--- config.mk ---
export PLATFORM = sky130hd
export DESIGN_NAME = dst_conv
export DESIGN_NICKNAME = d
export VERILOG_FILES = /design/src/dst_pkg.sv /design/src/dst_sunday_hit.sv /design/src/dst_conv.sv
export VERILOG_INCLUDE_DIRS = /design/src /design/src/src
export SDC_FILE = /design/constraint.sdc
export NUM_CORES = 1
export LEC_CHECK = 0
export CORE_UTILIZATION = 52
export CTS_CLUSTER_DIAMETER = 200
export CTS_CLUSTER_SIZE = 10
export DETAILED_ROUTE_END_ITERATION = 7
export DONT_BUFFER_PORTS = 1
export PLACE_DENSITY = 0.67
export REMOVE_ABC_BUFFERS = 1
export SKIP_LAST_GASP = 1
export SYNTH_ARGS = -nofsm -noshare
export SYNTH_HDL_FRONTEND = slang
export SYNTH_SLANG_ARGS = --single-unit
--- constraint.sdc ---
create_clock -name clock_in -period 11.15 [get_ports clock_in]
set_input_delay 1.115 -clock clock_in [delete_from_list [all_inputs] [get_ports clock_in]]
set_output_delay 1.115 -clock clock_in [all_outputs]
set_load 0.05 [all_outputs]
--- src/dst_regs.svh ---
// fixed dates, hours and shift amounts of the summertime schedules
`ifndef DST_REGS_SVH
`define DST_REGS_SVH
`define DST_MARCH 4'h3
`define DST_APRIL 4'h4
`define DST_OCTOBER 4'hA
`define DST_NOVEMBER 4'hB
`define DST_HOUR_1 5'h01
`define DST_HOUR_2 5'h02
`define DST_HOUR_3 5'h03
`define DST_ORD_LAST 2'h0
`define DST_ORD_FIRST 2'h1
`define DST_ORD_SECOND 2'h2
`define DST_ORD_THIRD 2'h3
`define DST_PRESET_SHIFT 8'h3C
`define DST_OFFSET_MAX 8'hB4
`define DST_OFFSET_RST 8'h00
`define DST_MIN_PER_HOUR 11'h03C
`define DST_DAYS_LONG 5'h1F
`define DST_DAYS_SHORT 5'h1E
`define DST_DAYS_FEB 5'h1C
`endif

--- src/dst_pkg.sv ---
// types shared by the summertime conversion block
package dst_pkg;
    typedef enum logic [2:0] {
        europe_schedule = 3'h0,
        britain_schedule = 3'h1,
        america_legacy_schedule = 3'h2,
        america_current_schedule = 3'h3,
        australia_schedule = 3'h4,
        tasmania_schedule = 3'h5,
        new_zealand_schedule = 3'h6,
        custom_schedule = 3'h7
    } dst_sched_t;

    typedef enum logic [2:0] {
        st_idle = 3'b001,
        st_load = 3'b010,
        st_send = 3'b100
    } dst_state_t;
endpackage

--- src/dst_sunday_hit.sv ---
// detects the nth or last sunday of a given month
`timescale 1ns/1ps
`include "dst_regs.svh"
module dst_sunday_hit (
    input wire logic [3:0] month_in,
    input wire logic [4:0] day_in,
    input wire logic [2:0] wday_in,
    input wire logic [3:0] want_month_in,
    input wire logic [1:0] ordinal_in,
    output logic hit_out
);
    // february counted as 28 days: no schedule uses it
    function automatic logic [4:0] days_in_month(input logic [3:0] m);
        case (m)
            4'h2: days_in_month = `DST_DAYS_FEB;
            4'h4, 4'h6, 4'h9, 4'hB: days_in_month = `DST_DAYS_SHORT;
            default: days_in_month = `DST_DAYS_LONG;
        endcase
    endfunction

    wire logic sunday;
    wire logic is_last;
    wire logic [4:0] week_idx;
    wire logic is_nth;

    assign sunday = (wday_in == 3'h0) && (month_in == want_month_in);
    assign is_last = ({1'b0, day_in} + 6'h07) > {1'b0, days_in_month(month_in)};
    assign week_idx = (day_in - 5'h01) / 5'h07;
    assign is_nth = (week_idx[1:0] + 2'h1 == ordinal_in) && (week_idx < 5'h03);
    assign hit_out = sunday && ((ordinal_in == `DST_ORD_LAST) ? is_last : is_nth);
endmodule

--- src/dst_conv.sv ---
// summertime conversion, clock sync and time distribution
`timescale 1ns/1ps
`include "dst_regs.svh"

// Behaviour
// europe: march last sun 2->3, october 3->2
// britain: march last sun 1->2, october 2->1
// legacy america: april first, october last
// current america: march second, november first
// australia: october last forward, march last back
// tasmania: october first forward, march last back
// new zealand: october first, march third back
// presets shift sixty minutes each way
// custom: add at 02:00, subtract at 03:00
// custom offset 0 to 180 minutes
// transitions only while mains powered
// sync enabled: load bus time into clock
// send time at power-up and hourly
// send time after manual set or shift
// sync enable resets to disabled
// far side: no sync without bus module
// conversion resets disabled; disabled means no shift
// each shift applied once per date
// nth or last sunday from date, weekday
module dst_conv (
    input wire logic clock_in,
    input wire logic rstn_in,
    input wire logic ce_in,
    input wire logic powered_in,
    input wire logic cfg_write_in,
    input wire logic cfg_dst_en_in,
    input wire logic cfg_sync_en_in,
    input wire dst_pkg::dst_sched_t cfg_sched_in,
    input wire logic [3:0] cfg_start_month_in,
    input wire logic [4:0] cfg_start_day_in,
    input wire logic [3:0] cfg_end_month_in,
    input wire logic [4:0] cfg_end_day_in,
    input wire logic [7:0] cfg_offset_in,
    input wire logic [3:0] rtc_month_in,
    input wire logic [4:0] rtc_day_in,
    input wire logic [2:0] rtc_wday_in,
    input wire logic [4:0] rtc_hour_in,
    input wire logic [5:0] rtc_minute_in,
    input wire logic rtc_minute_tick_in,
    input wire logic manual_set_in,
    input wire logic bus_time_valid_in,
    input wire logic [4:0] bus_hour_in,
    input wire logic [5:0] bus_minute_in,
    output logic rtc_load_out,
    output logic tx_req_out,
    output logic [4:0] time_hour_out,
    output logic [5:0] time_minute_out,
    output logic summer_out,
    output logic cfg_reject_out
);
    import dst_pkg::*;

    // ----------------------------------------
    // schedule table
    // ----------------------------------------
    // {start month, start ordinal, start hour, end month, end ordinal, end hour}
    function automatic logic [21:0] sched_rule(input dst_sched_t s);
        case (s)
            europe_schedule: sched_rule = {`DST_MARCH, `DST_ORD_LAST, `DST_HOUR_2,
                `DST_OCTOBER, `DST_ORD_LAST, `DST_HOUR_3};
            britain_schedule: sched_rule = {`DST_MARCH, `DST_ORD_LAST, `DST_HOUR_1,
                `DST_OCTOBER, `DST_ORD_LAST, `DST_HOUR_2};
            america_legacy_schedule: sched_rule = {`DST_APRIL, `DST_ORD_FIRST, `DST_HOUR_2,
                `DST_OCTOBER, `DST_ORD_LAST, `DST_HOUR_2};
            america_current_schedule: sched_rule = {`DST_MARCH, `DST_ORD_SECOND, `DST_HOUR_2,
                `DST_NOVEMBER, `DST_ORD_FIRST, `DST_HOUR_2};
            australia_schedule: sched_rule = {`DST_OCTOBER, `DST_ORD_LAST, `DST_HOUR_2,
                `DST_MARCH, `DST_ORD_LAST, `DST_HOUR_3};
            tasmania_schedule: sched_rule = {`DST_OCTOBER, `DST_ORD_FIRST, `DST_HOUR_2,
                `DST_MARCH, `DST_ORD_LAST, `DST_HOUR_3};
            new_zealand_schedule: sched_rule = {`DST_OCTOBER, `DST_ORD_FIRST, `DST_HOUR_2,
                `DST_MARCH, `DST_ORD_THIRD, `DST_HOUR_3};
            default: sched_rule = {4'h0, `DST_ORD_LAST, `DST_HOUR_2,
                4'h0, `DST_ORD_LAST, `DST_HOUR_3};
        endcase
    endfunction

    // ----------------------------------------
    // state
    // ----------------------------------------
    logic pwr_s1_ff, pwr_ff, pwr_d_ff;
    logic dst_en_ff, sync_en_ff;
    dst_sched_t sched_ff;
    logic [3:0] cs_month_ff, ce_month_ff;
    logic [4:0] cs_day_ff, ce_day_ff;
    logic [7:0] offset_ff;
    logic summer_ff, pend_hour_ff, pend_tx_ff, pend_sync_ff;
    logic [4:0] bus_hour_ff, hour_ff;
    logic [5:0] bus_minute_ff, minute_ff;
    logic load_ff, tx_ff, reject_ff;
    dst_state_t state_ff, nxt_state;

    wire logic [21:0] rule;
    wire logic start_sun, end_sun, start_date, end_date, is_custom;
    wire logic at_hour, fwd_fire, bwd_fire, shift_fire, sync_fire, idle;
    wire logic hour_mark, offset_ok;
    wire logic [7:0] shift_amt;
    wire logic [10:0] cur_min, new_min;
    wire logic [4:0] nxt_hour;
    wire logic [5:0] nxt_minute;

    assign rule = sched_rule(sched_ff);
    assign is_custom = (sched_ff == custom_schedule);
    assign idle = (state_ff == st_idle);

    dst_sunday_hit u_start (
        .month_in(rtc_month_in),
        .day_in(rtc_day_in),
        .wday_in(rtc_wday_in),
        .want_month_in(rule[21:18]),
        .ordinal_in(rule[17:16]),
        .hit_out(start_sun)
    );

    dst_sunday_hit u_end (
        .month_in(rtc_month_in),
        .day_in(rtc_day_in),
        .wday_in(rtc_wday_in),
        .want_month_in(rule[10:7]),
        .ordinal_in(rule[6:5]),
        .hit_out(end_sun)
    );

    // ----------------------------------------
    // transition decode
    // ----------------------------------------
    assign start_date = is_custom ? (rtc_month_in == cs_month_ff && rtc_day_in == cs_day_ff)
                                  : start_sun;
    assign end_date = is_custom ? (rtc_month_in == ce_month_ff && rtc_day_in == ce_day_ff)
                                : end_sun;
    assign at_hour = idle && pend_hour_ff && (rtc_minute_in == 6'h00);
    // summer flag gates each direction so a repeated hour cannot fire twice
    assign fwd_fire = at_hour && dst_en_ff && pwr_ff && !summer_ff && start_date
        && (rtc_hour_in == rule[15:11]);
    assign bwd_fire = at_hour && dst_en_ff && pwr_ff && summer_ff && end_date
        && (rtc_hour_in == rule[4:0]);
    assign shift_fire = fwd_fire || bwd_fire;
    assign sync_fire = idle && pend_sync_ff && !shift_fire;
    assign shift_amt = is_custom ? offset_ff : `DST_PRESET_SHIFT;
    assign cur_min = 11'(rtc_hour_in) * `DST_MIN_PER_HOUR + 11'(rtc_minute_in);
    assign new_min = fwd_fire ? cur_min + 11'(shift_amt) : cur_min - 11'(shift_amt);
    assign nxt_hour = shift_fire ? 5'(new_min / `DST_MIN_PER_HOUR)
                    : sync_fire ? bus_hour_ff : rtc_hour_in;
    assign nxt_minute = shift_fire ? 6'(new_min % `DST_MIN_PER_HOUR)
                      : sync_fire ? bus_minute_ff : rtc_minute_in;
    assign hour_mark = rtc_minute_tick_in && (rtc_minute_in == 6'h00) && pwr_ff;
    assign offset_ok = (cfg_offset_in <= `DST_OFFSET_MAX);

    always_comb begin
        case (state_ff)
            st_idle: begin
                if (shift_fire || sync_fire) begin
                    nxt_state = st_load;
                end else if (pend_hour_ff || pend_tx_ff) begin
                    nxt_state = st_send;
                end else begin
                    nxt_state = st_idle;
                end
            end
            st_load: nxt_state = st_send;
            st_send: nxt_state = st_idle;
            default: nxt_state = st_idle;
        endcase
    end

    // ----------------------------------------
    // power sense and configuration
    // ----------------------------------------
    always_ff @(posedge clock_in or negedge rstn_in) begin
        if (!rstn_in) begin
            pwr_s1_ff <= 1'b0;
            pwr_ff <= 1'b0;
            pwr_d_ff <= 1'b0;
        end else if (ce_in) begin
            pwr_s1_ff <= powered_in;
            pwr_ff <= pwr_s1_ff;
            pwr_d_ff <= pwr_ff;
        end
    end

    always_ff @(posedge clock_in or negedge rstn_in) begin
        if (!rstn_in) begin
            dst_en_ff <= 1'b0;
            sync_en_ff <= 1'b0;
            sched_ff <= europe_schedule;
            cs_month_ff <= 4'h0;
            cs_day_ff <= 5'h00;
            ce_month_ff <= 4'h0;
            ce_day_ff <= 5'h00;
            offset_ff <= `DST_OFFSET_RST;
            reject_ff <= 1'b0;
        end else if (ce_in) begin
            reject_ff <= cfg_write_in && !offset_ok;
            if (cfg_write_in) begin
                dst_en_ff <= cfg_dst_en_in;
                sync_en_ff <= cfg_sync_en_in;
                sched_ff <= cfg_sched_in;
                cs_month_ff <= cfg_start_month_in;
                cs_day_ff <= cfg_start_day_in;
                ce_month_ff <= cfg_end_month_in;
                ce_day_ff <= cfg_end_day_in;
                if (offset_ok) begin
                    offset_ff <= cfg_offset_in;
                end
            end
        end
    end

    // ----------------------------------------
    // pending events and sequencer
    // ----------------------------------------
    // a new event in the clearing cycle stays pending
    always_ff @(posedge clock_in or negedge rstn_in) begin
        if (!rstn_in) begin
            pend_hour_ff <= 1'b0;
            pend_tx_ff <= 1'b0;
            pend_sync_ff <= 1'b0;
            bus_hour_ff <= 5'h00;
            bus_minute_ff <= 6'h00;
        end else if (ce_in) begin
            pend_hour_ff <= hour_mark || (pend_hour_ff && !(idle && nxt_state != st_idle));
            pend_tx_ff <= manual_set_in || (pwr_ff && !pwr_d_ff)
                || (pend_tx_ff && !(idle && nxt_state != st_idle));
            pend_sync_ff <= (bus_time_valid_in && sync_en_ff) || (pend_sync_ff && !sync_fire);
            if (bus_time_valid_in && sync_en_ff) begin
                bus_hour_ff <= bus_hour_in;
                bus_minute_ff <= bus_minute_in;
            end
        end
    end

    always_ff @(posedge clock_in or negedge rstn_in) begin
        if (!rstn_in) begin
            state_ff <= st_idle;
            summer_ff <= 1'b0;
            hour_ff <= 5'h00;
            minute_ff <= 6'h00;
            load_ff <= 1'b0;
            tx_ff <= 1'b0;
        end else if (ce_in) begin
            state_ff <= nxt_state;
            load_ff <= (nxt_state == st_load);
            tx_ff <= (nxt_state == st_send);
            if (fwd_fire) begin
                summer_ff <= 1'b1;
            end else if (bwd_fire || !dst_en_ff) begin
                summer_ff <= 1'b0;
            end
            if (idle) begin
                hour_ff <= nxt_hour;
                minute_ff <= nxt_minute;
            end
        end
    end

    assign rtc_load_out = load_ff;
    assign tx_req_out = tx_ff;
    assign time_hour_out = hour_ff;
    assign time_minute_out = minute_ff;
    assign summer_out = summer_ff;
    assign cfg_reject_out = reject_ff;

    // ----------------------------------------
    // checks
    // ----------------------------------------
    a_load_then_send: assert property (@(posedge clock_in) disable iff (!rstn_in)
        rtc_load_out && ce_in |=> tx_req_out) else $error("load not followed by send");
    a_shift_needs_en: assert property (@(posedge clock_in) disable iff (!rstn_in)
        !dst_en_ff && ce_in |=> !summer_out) else $error("summertime kept while disabled");
    a_shift_needs_pwr: assert property (@(posedge clock_in) disable iff (!rstn_in)
        !pwr_ff && dst_en_ff && ce_in |=> $stable(summer_out)) else $error("shift on backup");
    a_offset_range: assert property (@(posedge clock_in) disable iff (!rstn_in)
        offset_ff <= `DST_OFFSET_MAX) else $error("offset above limit");
    a_sync_loads: assert property (@(posedge clock_in) disable iff (!rstn_in)
        sync_fire && ce_in |=> rtc_load_out && time_hour_out == $past(bus_hour_ff))
        else $error("sync time not loaded");
    a_hour_sends: assert property (@(posedge clock_in) disable iff (!rstn_in || !ce_in)
        idle && pend_hour_ff |=> ##[0:1] tx_req_out) else $error("hourly send missing");
    a_summer_cause: assert property (@(posedge clock_in) disable iff (!rstn_in)
        $rose(summer_ff) |-> $past(fwd_fire)) else $error("summer set without forward shift");
    a_preset_step: assert property (@(posedge clock_in) disable iff (!rstn_in)
        fwd_fire && !is_custom && ce_in |=> time_hour_out == $past(rtc_hour_in) + 5'h01)
        else $error("preset forward step not one hour");
endmodule

Word level (Yosys, flattened, before mapping):

Cells that the tools add are included.

* divide/modulo/power cells: 3
* eq/ne operators: 27
* muxes and demuxes: 17
* $mul: 1
* reductions and logical operators: 56
* $add $sub $neg: 6
* order comparisons: 3

Operators with widths (count)
* $pmux 22 s7: 1
* $logic_and 1x1->1: 29
* $eq 5x5->1: 4
* $eq 4x4->1: 4
* $eq 3x3->1 const B: 5
* $eq 3x2->1 const B: 4
* $mux 6: 2
* $add 11x6->11: 1
* $add 11x8->11: 1
* $div 11x6->11 const B: 1
* $mod 11x6->11 const B: 1
* $mux 11: 1
* $sub 11x8->11: 1
* $mux 5: 2
* $mul 5x4->9 const B: 1
* $eq 4x3->1 const B: 2
* $eq 4x4->1 const B: 2
* $le 8x8->1 const B: 1
* $logic_or 1x1->1: 8
* $mux 8: 1
* $reduce_and 2->1: 4
* $logic_not 1->1: 7
* $add 5x3->6 const B: 1
* $eq 3x1->1 const B: 2
* 18 further kinds: 27

* word-level logic and storage cells: 136
* bits of input ports: 73
* output and inout bits: 15
* flip-flop bits (word level): 66

Logic depth before layout (Yosys ltp):

* word-level depth: 21
* mapped depth: 43
* mapped depth without buffers: 38

Hierarchy:

A second synthesis with hierarchy kept.

* cell total of the unflattened synthesis: 746
* area total of the unflattened synthesis: 6461.2 µm²

Modules (own cells, without submodules)
* dst_conv: area each 5475.3 µm², times used 1, sequential area each 1652.8 µm², cells an instance 614
* dst_sunday_hit: area each 493.0 µm², times used 2, sequential area each 0.0 µm², cells an instance 66

Worst setup path after synthesis:

OpenSTA, ideal clock, no wires.

* path kind: input -> register
* start point: input rtc_day_in[1]
* end point: register minute_ff[4], in the netlist time_minute_out[4]
* data required time: 11.074 ns
* slack: 2.454 ns
* path buffers: 4
* cell stages on the path: 41
* setup time: 0.076 ns
* arrival: 8.620 ns
* path through: buf_4 -> inv_1 -> ha_1 -> buf_6 -> xnor2_2 -> inv_1 -> ha_1 -> and2_1 -> buf_2 -> nand3_1 -> and3_1 -> o32ai_1 -> ha_1 -> nand2b_1 -> a21oi_1 -> o21ai_0 -> a31oi_2 -> o311a_4 -> [... 5 more ...] -> ha_1 -> or3_1 -> or2_2 -> o221ai_1 -> xor2_2 -> inv_2 -> maj3_2 -> a2111oi_0 -> mux2_1 -> nor3_2 -> a21o_1 -> a221oi_2 -> o311ai_4 -> o211ai_2 -> nand3_1 -> a21o_1 -> a31o_1 -> o21ai_1

* cells in the longest elaborated chain, start to end: 15

RTL lines
* start: declaration: line dst_conv.sv:40 `input wire logic [4:0] rtc_day_in,`
* parallel branches: the longest is 14 deep, another holds $mod 11x6->11
* $mux 6 (*): line dst_conv.sv:149 `` assign nxt_minute = shift_fire ? 6'(new_min % `DST_MIN_PER_HOUR) ``
* end signal: assignment: line dst_conv.sv:256 `minute_ff <= nxt_minute;`
* end: declaration: line dst_conv.sv:94 `logic [5:0] bus_minute_ff, minute_ff;`

Mark *: on every way between the ends.
A chain may end at the register's enable or synchronous reset.

Final worst setup path:

* start point: input rtc_day_in[0]
* end point: register minute_ff[4], in the netlist time_minute_out[4]

The elaborated chain is that of the path after synthesis.

==> results by stage <==
Die:
- The die footprint is 0.0131 sq mm.
- The overall die height is 115 um.
- The die is 115 um wide.
- In this run the core area contains 40 standard-cell rows.
- The core area is 0.0122 sq mm.
- For this configuration, the core starts out at a cell density of 0.542.
- 88 I/O pins were placed.

Finish:
- In the final layout, the share of cells above drive strength 1 is 0.152.
- Fill cells in the final layout number 1130.
- The final antenna diode count is 0.
- Once layout is done, the placed cells without fillers occupy 0.00692 sq mm.
- Compared with the post-synthesis result, the final layout area differs by 4.93%.
- After the last flow step, the layout net total stands at 854.

STA:
- In the post-route analysis, the smallest setup slack over all paths is 1.75 ns.
- The max-slew violation count came to 0.
- The final critical-path required period is 9.40 ns.
- For the final routed database, the setup TNS stands at 0 ns.
- Final hold analysis gives a worst-case slack of 0.478 ns.
- The final period utilization is 0.843.
- The number of setup violations in the final report is 0.
- Setup repair after global routing left no endpoint under its margin.
- At the pin with the least slew margin, the transition time is 1.07 ns.
- In this run the tightest slew margin relative to its limit is 0.275.
- The final clock skew is 0.00590 ns.
- The timing-limited maximum frequency is 0.106 GHz.
- The final count of hold timing violations is 0.

Place:
- Summing all placed instances gives a cell area of 0.00665 sq mm.
- Routability-driven placement finished with a final weighted congestion of 0.880.
- OpenSTA, run right after detailed placement, puts the worst setup slack at 1.57 ns.
- The half-perimeter wire length after detailed placement is 12.9 mm.
- During placement, the flow inserted port buffers numbering 0.

CTS:
- The CTS tree is built.
- The clock latency on the worst-skew pair is 0.33 ns.
- The number of clock buffers added by TritonCTS is 9.
- The root cell of the clock tree is clkbuf_16.
- The H-tree was split into 3 levels.
- The TritonCTS sink count is 66.
- In this run, post-CTS repair resized a total of 0 instances.
- No sink is reached through more buffers than the 2 on the longest clock path.
- The quantity of hold-fixing buffers added after cts is 0.
- Buffers added to address setup during post-CTS repair amount to 0.
- After clock tree synthesis, the clock-pin slew on the worst setup and hold paths is 0.06 ns.

Yosys:
- The post-synthesis cell count is 758.
- The number of distinct library cell variants in the gate-level netlist after synthesis is 95.
- Among all flip-flop cells after synthesis, the most frequent one is dfrtp_1.
- In this run, synthesis produced a sequential element count of 66.
- For this run, the register share of the synthesized area comes to 0.251.
- The synthesized area divided by synthesized cell count is 8.70 sq um.
- The netlist area before placement is 0.00659 sq mm.
- In this run, synthesis inferred 0 flip-flops with an integrated enable.
- For this run, asynchronously set or reset flops after synthesis account for 1.00.
- The warning count from the yosys run is 0.

Global route:
- The initial antenna violation count is 0.
- The via count of the first global-routing pass was 5370.
- Across every metal layer, demand over resource in global routing totals 0.265.
- The first global-routing pass estimated 27.3 mm of wire.
- The total congestion overflow is 0.
- The largest net degree at the start of global routing is 67.

Worst setup path:
- The startpoint type of the worst setup path is an input port.
- The largest incremental delay on the critical path is 0.76 ns.
- The critical path data required time is 11.40 ns.
- The family with the most delay on the worst path is compound AO/OA/AOI/OAI gates.
- The highest fanout seen on the critical path is 13.
- In this design, the critical path's most frequently occurring cell is ha_1.
- The cell type of the slowest stage on the worst timing path is xor2_1.
- The total buffers and inverters traversed by the critical path is 2.
- The startpoint of the worst-slack reg-to-reg timing path is sched_ff[0]$_DFFE_PN0P_.
- In this run the critical register-to-register path is captured at time_minute_out[4]$_DFFE_PN0P_.
- The worst setup path is captured at a register.
- The register-to-register setup slack is 3.48 ns.
- Data arrives at the worst endpoint at 9.64 ns.
- The critical path is of the input port to register type.
- The length in cells of the worst reg-to-reg path is 28.

Min path:
- In this run the worst hold path is classified as input port to asynchronous set/reset pin.

Run status:
- The flow ran to the end, and the final reports show no timing, DRC or antenna violations.

Route:
- In the final routed layout, each cell accounts on average for 18.3 um.
- The detailed-router iteration count before antenna repair is 4.
- The detailed router placed 5607 vias in this run.
- In this run the remaining antenna-violating nets after routing total 0.
- The first-iteration detailed-routing DRC count is 315.
- Summed over all layers, the routed wires come to 16.7 mm.
- Dividing the detail-routed via count by the number of cells gives 6.16.
- After detailed routing, the number of remaining DRC violations is 0.

Job:
- Max-cap violations in this run came to 0.
-- worst max-delay path by stage --
stage / startpoint / endpoint / slack, ns / depth (start not counted)
floorplan: rtc_day_in[1] / time_minute_out[4]$_DFFE_PN0P_ / 2.46 / 37
global placement: rtc_day_in[1] / time_minute_out[4]$_DFFE_PN0P_ / 1.94 / 37
detailed placement: rtc_day_in[1] / time_minute_out[4]$_DFFE_PN0P_ / 1.57 / 37
CTS: rtc_day_in[1] / time_minute_out[4]$_DFFE_PN0P_ / 1.89 / 37
global route: rtc_day_in[1] / time_minute_out[4]$_DFFE_PN0P_ / 1.04 / 37
finish: rtc_day_in[0] / time_minute_out[4]$_DFFE_PN0P_ / 1.75 / 37
-- flip-flops by register name (all words and copies together), names as in the netlist, 3 cells and up --
| register | cells |
|---|---|
| ce_day_ff | 5 |
| cs_month_ff | 4 |
| ce_month_ff | 4 |
| sched_ff | 3 |
| bus_minute_ff | 6 |
| bus_hour_ff | 5 |
| cs_day_ff | 5 |
| state_ff | 3 |
| time_minute_out | 6 |
| time_hour_out | 5 |
| offset_ff | 8 |
-- cells in the mapped netlist, types with 3 or more instances --
| cell type | n | area share |
|---|---|---|
| xnor2_1 | 27 | 0.036 |
| nand4_1 | 9 | 0.0085 |
| a22o_1 | 3 | 0.0040 |
| nor4_1 | 7 | 0.0066 |
| or2_2 | 7 | 0.0066 |
| o21ai_1 | 4 | 0.0030 |
| buf_2 | 4 | 0.0030 |
| and2_1 | 4 | 0.0038 |
| xnor2_2 | 3 | 0.0074 |
| o2111ai_1 | 8 | 0.011 |
| fa_1 | 9 | 0.027 |
| and3_1 | 4 | 0.0038 |
| nor2_1 | 45 | 0.026 |
| nand2_1 | 81 | 0.046 |
| o211ai_1 | 5 | 0.0057 |
| nor3_1 | 20 | 0.015 |
| clkbuf_1 | 21 | 0.012 |
| a21oi_1 | 36 | 0.027 |
| o21a_1 | 5 | 0.0057 |
| xor2_1 | 19 | 0.025 |
| buf_4 | 3 | 0.0034 |
| nand2b_1 | 12 | 0.011 |
| inv_1 | 41 | 0.023 |
| o31ai_1 | 4 | 0.0046 |
| or3_1 | 5 | 0.0047 |
| mux2i_1 | 16 | 0.024 |
| dfrtp_1 | 65 | 0.25 |
| a21o_1 | 9 | 0.010 |
| buf_1 | 4 | 0.0023 |
| nor4b_1 | 4 | 0.0053 |
| a31oi_1 | 9 | 0.0085 |
| o21ai_0 | 48 | 0.036 |
| mux2_2 | 53 | 0.091 |
| nor3b_1 | 3 | 0.0034 |
| o22ai_1 | 4 | 0.0038 |
| o31a_1 | 3 | 0.0040 |
| ha_1 | 35 | 0.066 |
| nor2b_1 | 11 | 0.010 |
| a211oi_1 | 9 | 0.010 |
| nand3_1 | 23 | 0.017 |
-- routing by layer --
layer / global-route usage / wire, um
met3: 0.0418 / 791
met1: 0.365 / 7820
met2: 0.432 / 7840
met4: 0.0719 / 233
met5: 0 / 0
-- worst reg2reg max path: cells and delay by family (launching register included) --
kind	cells	cell delay, ns
flip-flops	1	0.57
buffers and inverters	2	0.31
adder cells (fa/ha/maj)	2	0.63
multiplexers	1	0.21
XOR/XNOR	1	0.45
AO/OA/AOI/OAI	15	3.78
AND/OR/NAND/NOR	7	1.62
-- cells in the final DEF, fill, tap and decap left out, types with 4 or more instances in the layout --
cell	count
nand3_1	23
a21o_1	9
nor4_1	7
a31oi_1	9
and2_1	4
xnor2_1	27
nor4b_1	4
ha_1	35
inv_1	41
o21ai_1	4
or2_2	7
xor2_1	19
nand2_1	81
fa_1	9
and3_1	4
o31ai_1	4
a211oi_1	9
a21oi_1	36
nor2_1	45
o21a_1	5
mux2i_1	16
o2111ai_1	8
nand2b_1	12
dfrtp_1	65
or3_1	5
nand4_1	9
clkbuf_16	9
mux2_2	53
o211ai_1	5
o22ai_1	4
o21ai_0	48
nor2b_1	11
nor3_1	20
-- stage by stage --
step / cells / utilization
6_report: 910 / 0.569
5_1_grt: 910 / 0.569
4_1_cts: 910 / 0.569
3_5_place_dp: 894 / 0.547
3_3_place_gp: 894 / 0.547
2_1_floorplan: 723 / -
-- area by class of cell --
cell class	instances	area, sq um	share of cell area
Inverter	42	158	0.0228
Multi-Input combinational cell	615	4600	0.665
Clock inverter	7	46.3	0.00669
Clock buffer	9	225	0.0326
Timing Repair Buffer	3	22.5	0.00326
Sequential cell	66	1650	0.239
Tap cell	168	210	0.0304
-- logic make-up (layout without fill, tap and decap cells) --
logic type	Yosys count	after routing	synth area share
simple gates	257	257	0.202
flops	66	66	0.251
buf+inv	77	61	0.0511
mux	74	74	0.125
xor+xnor	50	50	0.0710
compound gates	188	188	0.204
fa+ha+maj	46	46	0.0970
Power is left out: the tool's default activity adds up to more than one toggle a clock period on the data nets, which glitch-free logic cannot reach.
